## src/rtl/erxic_pkg.sv

```systemverilog
// Constants and types shared by the receive and interrupt control block
package erxic_pkg;
  localparam int FIFO_W = 36;
  localparam int FIFO_D = 16;
  localparam logic [7:0] SFD_BYTE = 8'hD5;
  localparam logic [15:0] MIN_FRAME_BYTES = 16'h0040;
  localparam logic [15:0] DEST_BYTES = 16'h0006;
  localparam logic [31:0] CRC_POLY = 32'h04C11DB7;
  localparam logic [31:0] CRC_INIT = 32'hFFFFFFFF;
  localparam logic [47:0] BCAST_ADDR = 48'hFFFFFFFFFFFF;
  localparam logic [31:0] DESC_STRIDE = 32'h00000010;
  localparam logic [11:0] WORD_BYTES = 12'h004;
  localparam logic [1:0] WIDX_CTL = 2'h1;
  localparam logic [1:0] WIDX_BUF = 2'h2;
  localparam logic [1:0] WIDX_NEXT = 2'h3;
  localparam int DW0_OWN = 31;
  localparam int DW0_LEN_LSB = 16;
  localparam int DW0_LEN_W = 15;
  localparam int DW0_ES = 15;
  localparam int DW0_TN = 14;
  localparam int DW0_FS = 9;
  localparam int DW0_LS = 8;
  localparam int DW1_CA = 24;
  localparam int DW1_SIZE_W = 11;
  localparam int FW_NB_LSB = 32;
  localparam int FW_LAST = 34;
  localparam int FW_BAD = 35;
  localparam int ST_RI = 0;
  localparam int ST_RU = 1;
  localparam int ST_BF = 2;
  localparam int ST_TI = 3;
  localparam int ST_W = 4;
  localparam logic [1:0] FM_NORMAL = 2'h0;
  localparam logic [1:0] FM_PROMISC = 2'h1;
  localparam logic [1:0] FM_ALL_MCAST = 2'h2;
  localparam logic [1:0] RXS_STOPPED = 2'h0;
  localparam logic [1:0] RXS_RUNNING = 2'h1;
  localparam logic [1:0] RXS_SUSPENDED = 2'h2;
  localparam logic [15:0] MFC_MAX = 16'hFFFF;
  typedef enum logic [2:0] {RX_STOPPED, RX_IDLE, RX_FETCH, RX_WRITE, RX_CLOSE, RX_SUSPENDED} erxic_state_type;
endpackage

```

## src/rtl/erxic_fifo.sv

```systemverilog
// Receive data FIFO with flush
`timescale 1ns/10ps
module erxic_fifo #(
  parameter int WIDTH = erxic_pkg::FIFO_W,
  parameter int DEPTH = erxic_pkg::FIFO_D
) (
  // Clock and reset
  input logic mclk,
  input logic srst,
  input logic flush,
  // Fill side
  input logic in_valid,
  output logic in_ready,
  input logic [WIDTH-1:0] in_data,
  // Drain side
  output logic out_valid,
  input logic out_ready,
  output logic [WIDTH-1:0] out_data
);
  localparam int AW = $clog2(DEPTH);
  logic [WIDTH-1:0] mem [DEPTH];
  logic [AW:0] wr_ptr;
  logic [AW:0] rd_ptr;
  logic full;
  logic push;
  logic pop;

  assign full = (wr_ptr[AW] != rd_ptr[AW]) && (wr_ptr[AW-1:0] == rd_ptr[AW-1:0]);
  assign in_ready = !full;
  assign out_valid = wr_ptr != rd_ptr;
  assign out_data = mem[rd_ptr[AW-1:0]];
  assign push = in_valid && !full && !flush;
  assign pop = out_valid && out_ready && !flush;

  // Pointers
  always_ff @(posedge mclk) begin
    if (srst || flush) begin
      wr_ptr <= '0;
      rd_ptr <= '0;
    end else begin
      if (push) begin
        wr_ptr <= wr_ptr + 1'b1;
      end
      if (pop) begin
        rd_ptr <= rd_ptr + 1'b1;
      end
    end
  end

  // Storage entries
  for (genvar i = 0; i < DEPTH; i++) begin : g_entry
    always_ff @(posedge mclk) begin
      if (push && wr_ptr[AW-1:0] == AW'(i)) begin
        mem[i] <= in_data;
      end
    end
  end
endmodule

```

## src/rtl/erxic_top.sv

```systemverilog
// Receive process, descriptor handling and interrupt request logic
// Operation
// - Interrupt sources live in the status register; requests only while interrupt enable set.
// - Writing one clears a status bit; cleared bit may interrupt again later.
// - No queued interrupts; repeats or simultaneous events give one request.
// - Clearing all set bits before acknowledge withdraws the pending request.
// - Receive starts and stops by its own command, independent of transmit.
// - Receiver always tries to hold one extra acquired descriptor.
// - Strip preamble, buffer frame in FIFO, purge frames failing address filter.
// - Frames under 64 bytes are purged unless pass bad frames is set.
// - Buffer transfer of a frame starts only after 64 bytes received, or at frame end for a kept shorter frame.
// - With chaining enabled, overflow continues into next buffers; first/last flags marked.
// - Descriptor ownership returns to host when buffer full or frame ends.
// - Last descriptor gets last flag and status; then receive done flag sets.
// - At host-owned descriptor, fill acquired buffers, set unavailable flag, suspend.
// - Suspended: each frame refetches descriptor; resume if owned, else count miss.
// - Start from stopped resumes saved position, or list head if first/rewritten.
// - Stop while running waits for frame end; stop while suspended is immediate.
// - Bus or parity error while running cuts off, sets bus fault, stops.
// - Poll demand or frame with descriptor resumes running from saved or head.
`timescale 1ns/10ps
module erxic_top (
  // Clock and reset
  input logic mclk,
  input logic srst,
  // Operating mode
  input logic interrupt_enable_bit,
  input logic start_reception,
  input logic [1:0] filter_mode_field,
  input logic hash_filter_select,
  input logic pass_bad_frames,
  input logic chaining_disable,
  // Receive list control
  input logic [31:0] rx_list_base,
  input logic rx_list_base_wr,
  input logic rx_poll_demand,
  // Filtering table
  input logic [47:0] station_addr,
  input logic [511:0] mcast_hash_table,
  // Status and interrupt
  input logic [erxic_pkg::ST_W-1:0] status_clear,
  input logic tx_done_event,
  input logic irq_ack,
  output logic [erxic_pkg::ST_W-1:0] status_interrupt_register,
  output logic irq_req,
  output logic [1:0] rx_state,
  output logic [15:0] missed_frame_count,
  // Receive link
  input logic rx_valid,
  input logic [7:0] rx_data,
  input logic rx_end,
  input logic rx_err,
  // Host memory
  output logic mem_req,
  output logic mem_write,
  output logic [31:0] mem_addr,
  output logic [31:0] mem_wdata,
  input logic [31:0] mem_rdata,
  input logic mem_ack,
  input logic mem_err,
  input logic mem_xlate_err
);
  erxic_pkg::erxic_state_type state;
  // Front end
  logic in_frame;
  logic dropping;
  logic [15:0] fcnt;
  logic [47:0] dest;
  logic [31:0] crc;
  logic [1:0] lane;
  logic [31:0] wbuf;
  logic [31:0] wfill;
  logic filt_done;
  logic ovf;
  logic wq_valid;
  logic [erxic_pkg::FIFO_W-1:0] wq_word;
  logic end_pend;
  logic [erxic_pkg::FIFO_W-1:0] tail_word;
  logic fe_release;
  logic fe_flush;
  logic fe_sof;
  logic fe_ok;
  logic addr_ok;
  logic runt;
  logic bad_now;
  logic frame_busy;
  // FIFO
  logic fifo_in_ready;
  logic fifo_valid;
  logic fifo_pop;
  logic [erxic_pkg::FIFO_W-1:0] fifo_out;
  logic wq_take;
  // Descriptor engine
  logic [31:0] list_pos;
  logic list_end;
  logic started;
  logic base_dirty;
  logic probe;
  logic discard;
  logic first_seg;
  logic [1:0] widx;
  logic [1:0] v;
  logic [31:0] d_addr [2];
  logic [31:0] d_buf [2];
  logic [10:0] d_size [2];
  logic [10:0] f_size;
  logic f_ca;
  logic [31:0] f_buf;
  logic f_tn;
  logic [11:0] boff;
  logic [14:0] flen;
  logic [31:0] close_addr;
  logic close_ls;
  logic close_bad;
  logic close_tn;
  logic close_trunc;
  logic [31:0] close_word;
  logic [31:0] resume_pos;
  logic [2:0] fnb;
  // Events
  logic ev_rx_done;
  logic ev_ru;
  logic ev_bf;
  logic ev_missed;
  logic fsm_drop;
  logic [erxic_pkg::ST_W-1:0] signalled;
  logic [erxic_pkg::ST_W-1:0] set_ev;
  logic [erxic_pkg::ST_W-1:0] next_status;
  logic [erxic_pkg::ST_W-1:0] next_signalled;

  // Hash register step over one byte, low bit first
  function automatic logic [31:0] crc_byte(input logic [31:0] c, input logic [7:0] d);
    logic [31:0] r;
    r = c;
    for (int i = 0; i < 8; i++) begin
      r = (r << 1) ^ ((r[31] ^ d[i]) ? erxic_pkg::CRC_POLY : 32'h00000000);
    end
    return r;
  endfunction

  // Address filter decision
  always_comb begin
    addr_ok = 1'b0;
    case (filter_mode_field)
      erxic_pkg::FM_PROMISC: addr_ok = 1'b1;
      erxic_pkg::FM_ALL_MCAST: addr_ok = dest[0] || dest == station_addr;
      erxic_pkg::FM_NORMAL: begin
        if (dest == erxic_pkg::BCAST_ADDR) begin
          addr_ok = 1'b1;
        end else if (dest[0]) begin
          addr_ok = hash_filter_select && mcast_hash_table[crc[31:23]];
        end else begin
          addr_ok = dest == station_addr;
        end
      end
      default: addr_ok = 1'b0;
    endcase
  end

  always_comb begin
    wfill = wbuf;
    wfill[{lane, 3'b000} +: 8] = rx_data;
  end

  assign runt = (fcnt + 16'h0001) < erxic_pkg::MIN_FRAME_BYTES;
  assign bad_now = rx_err || ovf || runt;
  assign fe_ok = state != erxic_pkg::RX_STOPPED && start_reception && !fifo_valid && !wq_valid && !end_pend
                 && !fe_release;
  assign frame_busy = (in_frame && !dropping) || fifo_valid || wq_valid || end_pend;
  assign wq_take = wq_valid && fifo_in_ready;

  // Link front end: strip preamble, pack words, filter and purge
  always_ff @(posedge mclk) begin
    fe_flush <= 1'b0;
    fe_sof <= 1'b0;
    if (wq_take) begin
      wq_valid <= 1'b0;
    end
    if (fifo_pop && fifo_out[erxic_pkg::FW_LAST]) begin
      fe_release <= 1'b0;
    end
    if (end_pend && (!wq_valid || wq_take)) begin
      wq_word <= tail_word;
      wq_valid <= 1'b1;
      end_pend <= 1'b0;
    end
    if (srst) begin
      in_frame <= 1'b0;
      dropping <= 1'b0;
      fcnt <= 16'h0000;
      dest <= 48'h000000000000;
      crc <= erxic_pkg::CRC_INIT;
      lane <= 2'h0;
      wbuf <= 32'h00000000;
      filt_done <= 1'b0;
      ovf <= 1'b0;
      wq_valid <= 1'b0;
      wq_word <= '0;
      end_pend <= 1'b0;
      tail_word <= '0;
      fe_release <= 1'b0;
    end else if (fsm_drop) begin
      in_frame <= in_frame && !(rx_valid && rx_end);
      dropping <= 1'b1;
      wq_valid <= 1'b0;
      end_pend <= 1'b0;
      fe_release <= 1'b0;
    end else if (!in_frame) begin
      if (rx_valid && rx_data == erxic_pkg::SFD_BYTE) begin
        in_frame <= 1'b1;
        dropping <= !fe_ok;
        fe_sof <= fe_ok;
        fcnt <= 16'h0000;
        lane <= 2'h0;
        filt_done <= 1'b0;
        ovf <= 1'b0;
        crc <= erxic_pkg::CRC_INIT;
      end
    end else begin
      if (rx_valid) begin
        if (rx_end) begin
          in_frame <= 1'b0;
        end
        if (!dropping) begin
          fcnt <= fcnt + 16'h0001;
          lane <= lane + 2'h1;
          wbuf <= wfill;
          if (fcnt < erxic_pkg::DEST_BYTES) begin
            dest[{fcnt[2:0], 3'b000} +: 8] <= rx_data;
            crc <= crc_byte(crc, rx_data);
          end
          if (lane == 2'h3 || rx_end) begin
            if (wq_valid && !wq_take) begin
              if (rx_end) begin
                tail_word <= {bad_now, 1'b1, lane, wfill};
                end_pend <= 1'b1;
              end else begin
                ovf <= 1'b1;
              end
            end else begin
              wq_word <= {bad_now, rx_end, lane, wfill};
              wq_valid <= 1'b1;
            end
          end
          if (rx_end) begin
            if (!filt_done || (runt && !pass_bad_frames)) begin
              fe_flush <= 1'b1;
              wq_valid <= 1'b0;
              end_pend <= 1'b0;
            end else begin
              fe_release <= 1'b1;
            end
          end else if (filt_done && fcnt >= erxic_pkg::MIN_FRAME_BYTES - 16'h0001) begin
            fe_release <= 1'b1;
          end
        end
      end
      if (!dropping && !filt_done && fcnt == erxic_pkg::DEST_BYTES) begin
        filt_done <= 1'b1;
        if (!addr_ok) begin
          dropping <= 1'b1;
          fe_flush <= 1'b1;
          wq_valid <= 1'b0;
        end
      end
    end
  end

  erxic_fifo #(
    .WIDTH(erxic_pkg::FIFO_W),
    .DEPTH(erxic_pkg::FIFO_D)
  ) u_fifo (
    .mclk(mclk),
    .srst(srst),
    .flush(fe_flush || fsm_drop),
    .in_valid(wq_valid),
    .in_ready(fifo_in_ready),
    .in_data(wq_word),
    .out_valid(fifo_valid),
    .out_ready(fifo_pop),
    .out_data(fifo_out)
  );

  assign fifo_pop = (state == erxic_pkg::RX_WRITE && mem_req && mem_ack && !mem_err)
                    || (state == erxic_pkg::RX_IDLE && discard && fifo_valid && fe_release);
  assign resume_pos = v[0] ? d_addr[0] : list_pos;
  assign fnb = {1'b0, fifo_out[erxic_pkg::FW_NB_LSB +: 2]} + 3'h1;

  // Descriptor status word written back on release
  always_comb begin
    close_word = 32'h00000000;
    close_word[erxic_pkg::DW0_TN] = close_tn;
    close_word[erxic_pkg::DW0_ES] = close_bad || close_tn;
    if (!close_tn) begin
      close_word[erxic_pkg::DW0_FS] = first_seg;
      close_word[erxic_pkg::DW0_LS] = close_ls;
      if (close_ls) begin
        close_word[erxic_pkg::DW0_LEN_LSB +: erxic_pkg::DW0_LEN_W] = flen;
      end
    end
  end

  // Receive process state machine and host memory access
  always_ff @(posedge mclk) begin
    ev_rx_done <= 1'b0;
    ev_ru <= 1'b0;
    ev_bf <= 1'b0;
    ev_missed <= 1'b0;
    fsm_drop <= 1'b0;
    if (rx_list_base_wr) begin
      base_dirty <= 1'b1;
    end
    if (srst) begin
      state <= erxic_pkg::RX_STOPPED;
      mem_req <= 1'b0;
      mem_write <= 1'b0;
      mem_addr <= 32'h00000000;
      mem_wdata <= 32'h00000000;
      list_pos <= 32'h00000000;
      list_end <= 1'b0;
      started <= 1'b0;
      base_dirty <= 1'b0;
      probe <= 1'b0;
      discard <= 1'b0;
      first_seg <= 1'b1;
      widx <= 2'h0;
      v <= 2'b00;
      boff <= 12'h000;
      flen <= 15'h0000;
      close_addr <= 32'h00000000;
      close_ls <= 1'b0;
      close_bad <= 1'b0;
      close_tn <= 1'b0;
      close_trunc <= 1'b0;
    end else if (mem_req && mem_ack && mem_err) begin
      mem_req <= 1'b0;
      ev_bf <= 1'b1;
      fsm_drop <= 1'b1;
      list_pos <= resume_pos;
      v <= 2'b00;
      discard <= 1'b0;
      first_seg <= 1'b1;
      boff <= 12'h000;
      flen <= 15'h0000;
      state <= erxic_pkg::RX_STOPPED;
    end else begin
      case (state)
        erxic_pkg::RX_STOPPED: begin
          if (start_reception) begin
            state <= erxic_pkg::RX_IDLE;
            list_end <= 1'b0;
            started <= 1'b1;
            base_dirty <= 1'b0;
            if (!started || base_dirty || rx_list_base_wr) begin
              list_pos <= rx_list_base;
            end
          end
        end
        erxic_pkg::RX_IDLE: begin
          if (!start_reception && !frame_busy) begin
            list_pos <= resume_pos;
            v <= 2'b00;
            first_seg <= 1'b1;
            state <= erxic_pkg::RX_STOPPED;
          end else if (discard) begin
            if (fifo_pop && fifo_out[erxic_pkg::FW_LAST]) begin
              discard <= 1'b0;
            end
          end else if (fifo_valid && fe_release && v[0]) begin
            state <= erxic_pkg::RX_WRITE;
          end else if (!v[0] && list_end) begin
            fsm_drop <= frame_busy;
            first_seg <= 1'b1;
            boff <= 12'h000;
            flen <= 15'h0000;
            ev_ru <= 1'b1;
            state <= erxic_pkg::RX_SUSPENDED;
          end else if (!v[1] && !list_end) begin
            widx <= 2'h0;
            probe <= 1'b0;
            state <= erxic_pkg::RX_FETCH;
          end
        end
        erxic_pkg::RX_FETCH: begin
          if (!mem_req) begin
            mem_req <= 1'b1;
            mem_write <= 1'b0;
            mem_addr <= list_pos + {28'h0000000, widx, 2'b00};
          end else if (mem_ack) begin
            mem_req <= 1'b0;
            widx <= widx + 2'h1;
            case (widx)
              2'h0: begin
                if (!mem_rdata[erxic_pkg::DW0_OWN]) begin
                  list_end <= 1'b1;
                  if (probe) begin
                    ev_missed <= 1'b1;
                    fsm_drop <= 1'b1;
                    state <= erxic_pkg::RX_SUSPENDED;
                  end else begin
                    state <= erxic_pkg::RX_IDLE;
                  end
                end
              end
              erxic_pkg::WIDX_CTL: begin
                f_size <= mem_rdata[erxic_pkg::DW1_SIZE_W-1:0];
                f_ca <= mem_rdata[erxic_pkg::DW1_CA];
              end
              erxic_pkg::WIDX_BUF: begin
                f_buf <= mem_rdata;
                f_tn <= mem_xlate_err;
              end
              default: begin
                list_pos <= f_ca ? mem_rdata : list_pos + erxic_pkg::DESC_STRIDE;
                list_end <= 1'b0;
                probe <= 1'b0;
                if (f_tn) begin
                  close_addr <= list_pos;
                  close_tn <= 1'b1;
                  state <= erxic_pkg::RX_CLOSE;
                end else begin
                  v[v[0] ? 1 : 0] <= 1'b1;
                  d_addr[v[0] ? 1 : 0] <= list_pos;
                  d_buf[v[0] ? 1 : 0] <= f_buf;
                  d_size[v[0] ? 1 : 0] <= f_size;
                  state <= erxic_pkg::RX_IDLE;
                end
              end
            endcase
          end
        end
        erxic_pkg::RX_WRITE: begin
          if (!mem_req) begin
            if (fifo_valid) begin
              mem_req <= 1'b1;
              mem_write <= 1'b1;
              mem_addr <= d_buf[0] + {20'h00000, boff};
              mem_wdata <= fifo_out[31:0];
            end
          end else if (mem_ack) begin
            mem_req <= 1'b0;
            boff <= boff + erxic_pkg::WORD_BYTES;
            flen <= flen + {12'h000, fnb};
            if (fifo_out[erxic_pkg::FW_LAST] || boff + erxic_pkg::WORD_BYTES >= {1'b0, d_size[0]}) begin
              close_addr <= d_addr[0];
              close_ls <= fifo_out[erxic_pkg::FW_LAST] || chaining_disable;
              close_trunc <= !fifo_out[erxic_pkg::FW_LAST] && chaining_disable;
              close_bad <= fifo_out[erxic_pkg::FW_LAST] ? fifo_out[erxic_pkg::FW_BAD] : chaining_disable;
              close_tn <= 1'b0;
              state <= erxic_pkg::RX_CLOSE;
            end
          end
        end
        erxic_pkg::RX_CLOSE: begin
          if (!mem_req) begin
            mem_req <= 1'b1;
            mem_write <= 1'b1;
            mem_addr <= close_addr;
            mem_wdata <= close_word;
          end else if (mem_ack) begin
            mem_req <= 1'b0;
            close_tn <= 1'b0;
            state <= erxic_pkg::RX_IDLE;
            if (!close_tn) begin
              v <= {1'b0, v[1]};
              d_addr[0] <= d_addr[1];
              d_buf[0] <= d_buf[1];
              d_size[0] <= d_size[1];
              boff <= 12'h000;
              discard <= close_trunc;
              first_seg <= close_ls;
              if (close_ls) begin
                ev_rx_done <= 1'b1;
                flen <= 15'h0000;
              end
            end
          end
        end
        erxic_pkg::RX_SUSPENDED: begin
          if (!start_reception) begin
            state <= erxic_pkg::RX_STOPPED;
          end else if (rx_poll_demand || fe_sof) begin
            list_end <= 1'b0;
            base_dirty <= 1'b0;
            if (base_dirty || rx_list_base_wr) begin
              list_pos <= rx_list_base;
            end
            widx <= 2'h0;
            probe <= !rx_poll_demand;
            state <= rx_poll_demand ? erxic_pkg::RX_IDLE : erxic_pkg::RX_FETCH;
          end
        end
        default: state <= erxic_pkg::RX_STOPPED;
      endcase
    end
  end

  // Status bits and interrupt request
  always_comb begin
    set_ev = '0;
    set_ev[erxic_pkg::ST_RI] = ev_rx_done;
    set_ev[erxic_pkg::ST_RU] = ev_ru;
    set_ev[erxic_pkg::ST_BF] = ev_bf;
    set_ev[erxic_pkg::ST_TI] = tx_done_event;
    next_status = (status_interrupt_register & ~status_clear) | set_ev;
    next_signalled = (irq_ack ? (signalled | status_interrupt_register) : signalled) & next_status;
  end

  always_ff @(posedge mclk) begin
    if (srst) begin
      status_interrupt_register <= '0;
      signalled <= '0;
      irq_req <= 1'b0;
    end else begin
      status_interrupt_register <= next_status;
      signalled <= next_signalled;
      irq_req <= interrupt_enable_bit && |(next_status & ~next_signalled);
    end
  end

  // Missed frame counter
  always_ff @(posedge mclk) begin
    if (srst) begin
      missed_frame_count <= 16'h0000;
    end else if (ev_missed && missed_frame_count != erxic_pkg::MFC_MAX) begin
      missed_frame_count <= missed_frame_count + 16'h0001;
    end
  end

  // Process state report
  always_ff @(posedge mclk) begin
    if (srst) begin
      rx_state <= erxic_pkg::RXS_STOPPED;
    end else begin
      case (state)
        erxic_pkg::RX_STOPPED: rx_state <= erxic_pkg::RXS_STOPPED;
        erxic_pkg::RX_SUSPENDED: rx_state <= erxic_pkg::RXS_SUSPENDED;
        erxic_pkg::RX_FETCH: rx_state <= probe ? erxic_pkg::RXS_SUSPENDED : erxic_pkg::RXS_RUNNING;
        default: rx_state <= erxic_pkg::RXS_RUNNING;
      endcase
    end
  end
endmodule

```

## config.mk

```make
export PLATFORM = sky130hd
export DESIGN_NAME = erxic_top
export DESIGN_NICKNAME = d
export VERILOG_FILES = /design/src/rtl/erxic_pkg.sv /design/src/rtl/erxic_fifo.sv /design/src/rtl/erxic_top.sv
export SDC_FILE = /design/constraint.sdc
export NUM_CORES = 2
export LEC_CHECK = 0
export ABC_AREA = 1
export CAP_MARGIN = 20
export CORE_ASPECT_RATIO = 1.5
export CORE_MARGIN = 2
export CORE_UTILIZATION = 60
export DETAILED_ROUTE_END_ITERATION = 8
export DONT_BUFFER_PORTS = 1
export PLACE_DENSITY = 0.82
export SYNTH_ARGS = -nofsm -noshare
export SYNTH_HDL_FRONTEND = slang
export SYNTH_HIERARCHICAL = 1
export SYNTH_SLANG_ARGS = --single-unit
```

## constraint.sdc

```tcl
create_clock -name mclk -period 10.8 [get_ports mclk]
set_input_delay 1.08 -clock mclk [delete_from_list [all_inputs] [get_ports mclk]]
set_output_delay 1.08 -clock mclk [all_outputs]
set_load 0.02 [all_outputs]
```

== Word level (Yosys, flattened, before mapping) ==
Memory sizes are Yosys's and may differ from the RTL's. A register that Yosys moved wholly into a read port is not among the register bits.
Index checks and enable logic that the tools add are counted.

* Register bits: 472
* RAM bits: 726
* Output and inout port bits: 89
* Word-level logic and storage cells: 733
* Memories: 4

* Add/sub/neg operators: 14
* Order comparisons: 7
* Eq/ne operators: 84
* Shift operators: 4
* Mux-type cells: 365
* Bitwise gates (word level): 35
* Reductions and logical operators: 167

{| class="wikitable"
|+ Memories
! name !! words !! width !! rd ports !! clocked after Yosys merged registers in !! wr ports !! line !! RTL
|-
| u_fifo.mem || 16 || 36 || 1 || 1 || 1 || erxic_fifo.sv:21 || <nowiki>logic [WIDTH-1:0] mem [DEPTH];</nowiki>
|-
| d_addr || 2 || 32 || 2 || 0 || 1 || erxic_top.sv:103 || <nowiki>logic [31:0] d_addr [2];</nowiki>
|-
| d_buf || 2 || 32 || 2 || 0 || 1 || erxic_top.sv:104 || <nowiki>logic [31:0] d_buf [2];</nowiki>
|-
| d_size || 2 || 11 || 2 || 0 || 1 || erxic_top.sv:105 || <nowiki>logic [10:0] d_size [2];</nowiki>
|}

{| class="wikitable"
|+ Operators with widths
! cell !! number
|-
| $mux W32 || 33
|-
| $mux W36 || 22
|-
| $reduce_or A36 Y1 || 15
|-
| $xor A32 B27 Y32 || 8
|-
| $mux W27 || 8
|-
| $mux W1 || 190
|-
| $mux W15 || 12
|-
| $pmux W32 S2 || 2
|-
| $pmux W32 S4 || 1
|-
| $mux W12 || 9
|-
| $pmux W32 S3 || 1
|-
| $mux W4 || 18
|-
| $mux W16 || 4
|-
| $reduce_or A32 Y1 || 2
|-
| $logic_and A1 B1 Y1 || 55
|-
| $mux W3 || 18
|-
| $ne A2 B2 Y1 const B || 26
|-
| $bwmux W48 || 1
|-
| $eq A48 B48 Y1 || 1
|-
| $eq A48 B48 Y1 const B || 1
|-
| $mux W2 || 24
|-
| $shift A8 B8 Y48 const A || 1
|-
| $shiftx A8 B8 Y48 || 1
|-
| $pmux W15 S3 || 1
|-
| 79 further kinds || 222
|}

== Logic depth before layout (Yosys ltp) ==
* Depth in word-level cells: 28
* Mapped depth: 25
* Depth with buffers taken out: 22

== Modules after synthesis ==
The synthesis kept the hierarchy.

{| class="wikitable"
|+ By module, submodules not included
! module !! instances !! cells each !! area an instance (µm²) !! seq. area each (µm²)
|-
| erxic_top || 1 || 4925 || 34760.8 || 14163.6
|-
| erxic_fifo || 1 || 1949 || 24290.8 || 17576.9
|}

== Worst setup path after synthesis ==
Ideal clock, no wire load.

* Kind: input to register
* Start point: input port mem_ack
* End point: memory d_addr[1][0] (enable)
* Setup time: 0.600 ns
* Arrival time: 7.364 ns
* Data required time: 10.200 ns
* Slack: 2.836 ns
* Stages on the path: 9
* Buffers on the path: 1
* Path through: nand2_1 -> nor2_1 -> clkinv_1 -> nand2_1 -> nor2_1 -> inv_1 -> nor2_1 -> clkbuf_1 -> nor3_1

* Cells in the longest elaborated chain, start to end: 8
* Elaborated cells on any way between the ends: 17

{| class="wikitable"
|+ Ends and longest elaborated chain
! what !! line !! RTL
|-
| start: declaration || erxic_top.sv:59 || <nowiki>input logic mem_ack,</nowiki>
|-
| $mux W1 || erxic_top.sv:460 || <nowiki>end else if (mem_ack) begin</nowiki>
|-
| $mux W1 || erxic_top.sv:455 || <nowiki>if (!mem_req) begin</nowiki>
|-
| $mux W1 || erxic_top.sv:347 || <nowiki>case (state)</nowiki>
|-
| $mux W1 || erxic_top.sv:335 || <nowiki>end else if (mem_req && mem_ack && mem_err) begin</nowiki>
|-
| $mux W1 || erxic_top.sv:313 || <nowiki>if (srst) begin</nowiki>
|-
| $mux W1 (implied by the code) || erxic_top.sv:466 || <nowiki>d_addr[0] <= d_addr[1];</nowiki>
|-
| $reduce_or A32 Y1 (no line) || - ||
|-
| $mux W1 (no line) || - ||
|-
| end: declaration || erxic_top.sv:103 ||
|}

Several ways; a longest one is shown, not always the timed one.

== Worst setup path after layout ==
* Start point: register crc[23]
* End point: register wq_valid

* Cells in the longest elaborated chain, start to end: 9

{| class="wikitable"
|+ Ends and longest elaborated chain
! what !! line !! RTL
|-
| start: declaration || erxic_top.sv:69 || <nowiki>logic [31:0] crc;</nowiki>
|-
| start signal: assignment || erxic_top.sv:192 || <nowiki>crc <= erxic_pkg::CRC_INIT;</nowiki>
|-
| start signal: assignment || erxic_top.sv:217 || <nowiki>crc <= erxic_pkg::CRC_INIT;</nowiki>
|-
| start signal: assignment || erxic_top.sv:230 || <nowiki>crc <= crc_byte(crc, rx_data);</nowiki>
|-
| $bmux W1 S9 || erxic_top.sv:151 || <nowiki>addr_ok = hash_filter_select && mcast_hash_table[crc[31:23]];</nowiki>
|-
| $mux W1 (implied by the code) || erxic_top.sv:151 ||
|-
| $logic_and A1 B1 Y1 || erxic_top.sv:151 ||
|-
| $mux W1 || erxic_top.sv:150 || <nowiki>end else if (dest[0]) begin</nowiki>
|-
| $mux W1 || erxic_top.sv:148 || <nowiki>if (dest == erxic_pkg::BCAST_ADDR) begin</nowiki>
|-
| $pmux W1 S3 || erxic_top.sv:144 || <nowiki>case (filter_mode_field)</nowiki>
|-
| $mux W1 || erxic_top.sv:260 || <nowiki>if (!addr_ok) begin</nowiki>
|-
| $mux W1 || erxic_top.sv:258 || <nowiki>if (!dropping && !filt_done && fcnt == erxic_pkg::DEST_BYTES) begin</nowiki>
|-
| $mux W1 || erxic_top.sv:208 || <nowiki>end else if (!in_frame) begin</nowiki>
|-
| end signal: assignment || erxic_top.sv:205 || <nowiki>wq_valid <= 1'b0;</nowiki>
|-
| end signal: assignment || erxic_top.sv:248 || <nowiki>wq_valid <= 1'b0;</nowiki>
|-
| end signal: assignment || erxic_top.sv:263 || <nowiki>wq_valid <= 1'b0;</nowiki>
|-
| end: declaration || erxic_top.sv:75 || <nowiki>logic wq_valid;</nowiki>
|}

Every way passes these cells. The select of a mux whose other input is x is not followed.
A chain may end at the register's enable or synchronous reset.

==> results.py <==
metrics = {
    "grt": {
        "grt_start_max_net_pins": 193,
        "grt_pass1_wl_mm": 310,
        "grt_pass1_vias": 48575,
        "overflow": 0,
        "grt_antenna_before_repair": 24,
        "track_usage_pct": 41.7,
    },
    "clock_tree": {
        "numCtsBuffers": 107,
        "ctsHoldBuffers": 0,
        "clock_latency_ns": 0.74,
        "clkTransAtPathRegs_ns": 0.07,
        "post_cts_buffers": 0,
        "ctsRootBufferMaster": "clkbuf_16",
        "tritoncts": "built",
        "cts_buffer_depth": 3,
        "ctsResizeCount": 0,
        "htree_levels": 3,
        "cts_sinks": 1200,
    },
    "timing": {
        "fin_crit_ns": 4.52,
        "fmax_mhz": 221,
        "fin_setup_tns_ns": 0,
        "setup-violations-final": 0,
        "postLayoutSetupSlackWorst_ns": 6.28,
        "maxSlewViolCount": 0,
        "slew_headroom_pct": 25.7,
        "worstMarginPinSlew_ns": 1.11,
        "rsz0062_at_grt": "no",
        "finalClockSkew_ns": 0.0424,
        "period_share_pct": 41.9,
        "finalHoldViolCount": 0,
    },
    "worst_setup_path": {
        "start_kind": "register",
        "reg2reg_slack_ns": 6.28,
        "cp_max_fo": 110,
        "r2r_end": "wq_valid$_SDFF_PP0_",
        "worstSetupPathType": "reg2reg",
        "crit-reg2reg-launch": "crc[23]$_SDFFE_PP1P_",
        "required_ns": 11.47,
        "reg2regPathDepth": 18,
        "crit_path_end_kind": "register",
        "arrival_ns": 5.19,
    },
    "yosys": {
        "synth_nets": 7576,
        "ys_seq_area_share_pct": 53.8,
        "syn_area_per_cell_um2": 8.59,
        "async_flop_share_pct": 0,
        "synth_edf_count": 771,
        "synth_cell_type_count": 65,
        "ys_warn_count": 6,
        "syn_inst": 6874,
        "ys_ff_latch": 1200,
        "syn_area_um2": 59100,
        "yosys_most_used_dff": "edfxtp_1",
    },
    "routing": {
        "via_per_inst": 6.35,
        "drc_errors": 0,
        "num_vias": 51067,
        "firstDrtPassIters": 6,
        "drt_iter0_drc": 6710,
        "ant_nets": 0,
        "route.detailed.wl_per_inst_um": 26.6,
        "routed_wl_mm": 214,
    },
    "run": {
        "max_cap_violations": 0,
    },
    "worst_hold_path": {
        "min_path_type": "in2reg",
        "holdPathStages": 1,
        "min_from": "srst",
        "hold_path_end": "mem_wdata[7]$_SDFFE_PP0P_",
    },
    "placed_design": {
        "place.gp.congestion": 1.03,
        "hpwl_mm": 147,
        "io_buffers": 0,
        "dp_slack_ns": 6.05,
    },
    "final_layout": {
        "syn2layout_area_growth_pct": 7.51,
        "nets": 7357,
        "drive_gt1_share_pct": 5.67,
        "nFillCells": 7738,
        "final_common_cell": "nand2_1",
        "final_cell_mix": "1429 x nand2_1, 862 x nand3_1, 771 x edfxtp_1, 731 x inv_1, 536 x o21ai_0",
    },
    "pwr": {
        "p_int_mw": 7.48,
        "p_sw_share_pct": 28.8,
        "p_per_area_nw_per_um2": 165,
        "p_seq_share_pct": 49.5,
        "irDropWorstVdd_mv": 0.179,
        "p_leak_nw": 23.8,
        "switching_power_mw": 3.02,
        "p_clk_share_pct": 37.0,
        "pwr-share-comb_pct": 13.5,
    },
    "die": {
        "rows": 140,
        "die_h_um": 388,
        "core-area_um2": 97400,
        "start_util_pct": 60.6,
        "die_area_um2": 101000,
        "die_w_um": 260,
        "ioPinCount": 744,
    },
    "run_status": {
        "status": "completed",
    },
}
-- cells by family after synthesis --
logic type	count (synthesis)	synth area share, %
xor+xnor	130	1.93
simple gates	2876	21.0
flops	1200	53.8
buf+inv	1174	7.79
mux	4	0.0699
fa+ha+maj	47	1.02
compound gates	1443	14.4
-- synth_stat cells (20+ instances only) --
| library cell | instances | share of area (%) |
|---|---|---|
| a211oi_1 | 100 | 1.3 |
| a21oi_1 | 450 | 3.8 |
| a221oi_1 | 20 | 0.30 |
| a31oi_1 | 57 | 0.60 |
| buf_1 | 61 | 0.39 |
| buf_2 | 56 | 0.47 |
| clkbuf_1 | 281 | 1.8 |
| dfxtp_1 | 429 | 15 |
| edfxtp_1 | 771 | 39 |
| ha_1 | 45 | 0.95 |
| inv_1 | 737 | 4.7 |
| nand2_1 | 1429 | 9.1 |
| nand3_1 | 862 | 7.3 |
| nand4_1 | 60 | 0.64 |
| nor2_1 | 382 | 2.4 |
| nor3_1 | 51 | 0.43 |
| nor4_1 | 32 | 0.34 |
| o211ai_1 | 149 | 1.9 |
| o211ai_2 | 37 | 0.78 |
| o21ai_0 | 537 | 4.6 |
| o22ai_1 | 31 | 0.33 |
| xnor2_1 | 57 | 0.85 |
| xor2_1 | 73 | 1.1 |
-- metal layers --
layer,routed length (um),GRT usage [%]
met1,71500,46.0
met2,101000,67.9
met3,19700,9.36
met4,21900,35.6
met5,118,0
-- metrics by stage --
step | instances | total power, mW | area, um2 | util [%] | hold slack, ns
after floorplan | 6874 | 6.06 | 59100 | - | 0.426
after global placement | 7812 | 6.63 | 59700 | 61.3 | 0.444
after detailed placement | 7815 | 6.64 | 59700 | 61.3 | 0.451
after CTS | 8018 | 10.4 | 63200 | 64.9 | 0.418
after global routing | 8033 | 10.8 | 63500 | 65.2 | 0.398
final | 8046 | 10.5 | 63500 | 65.2 | 0.418
-- registers in the layout (all words and copies together), names as in the netlist, 11 cells and up, named ones only --
register	count
dest	48
missed_frame_count	16
wq_word	36
d_addr	64
mem_addr	32
mem_wdata	32
tail_word	36
fcnt	16
flen	15
list_pos	32
wbuf	32
f_buf	32
close_addr	32
d_buf	64
d_size	22
f_size	11
crc	32
u_fifo/mem	576
-- worst max-delay path by stage --
stage                              start                      end  slack [ns]  cells after the start
floorplan                        mem_ack   d_addr[1][0]$_DFFE_PP_        2.84                      9
global placement                    srst  d_addr[0][30]$_DFFE_PP_        6.11                     11
detailed placement                  srst  d_addr[0][30]$_DFFE_PP_        6.05                     11
CTS                 crc[23]$_SDFFE_PP1P_      wq_valid$_SDFF_PP0_        6.37                     18
global route        crc[23]$_SDFFE_PP1P_      wq_valid$_SDFF_PP0_        5.94                     18
finish              crc[23]$_SDFFE_PP1P_      wq_valid$_SDFF_PP0_        6.28                     18
-- power by group through the flow --
stage | clock network, mW | logic [mW] | registers, mW
final | 3.88 | 1.42 | 5.20
after global routing | 4.07 | 1.50 | 5.20
after CTS | 3.89 | 1.35 | 5.20
after detailed placement | 0 | 1.34 | 5.29
after global placement | 0 | 1.34 | 5.29
after floorplan | 0 | 0.863 | 5.20
-- worst max-delay path, stage by stage (launching register included) --
cell     delay [ns]
dfxtp_4        0.99
buf_4          0.77
buf_4          0.75
nand2_1        0.10
nand3_1        0.11
nand3_1        0.21
nand3_1        0.15
nand3_1        0.09
nand3_1        0.12
nand2_1        0.05
nand2_1        0.06
nand3_1        0.06
nand3_1        0.08
nand4_1        0.26
nand3_1        0.17
nand2_1        0.08
nand2_1        0.08
nand3_1        0.08
a21oi_1        0.13
-- cell type report --
type	instances	area [um2]	share of cell area [%]
Timing Repair Buffer	86	791	1.25
Sequential cell	1200	31800	50.0
Antenna cell	19	47.5	0.0749
Clock buffer	151	2970	4.68
Clock inverter	52	567	0.893
Multi-Input combinational cell	4500	22900	36.0
Tap cell	1278	1600	2.52
Inverter	760	2870	4.53
Power figures use the tool's default switching activity.
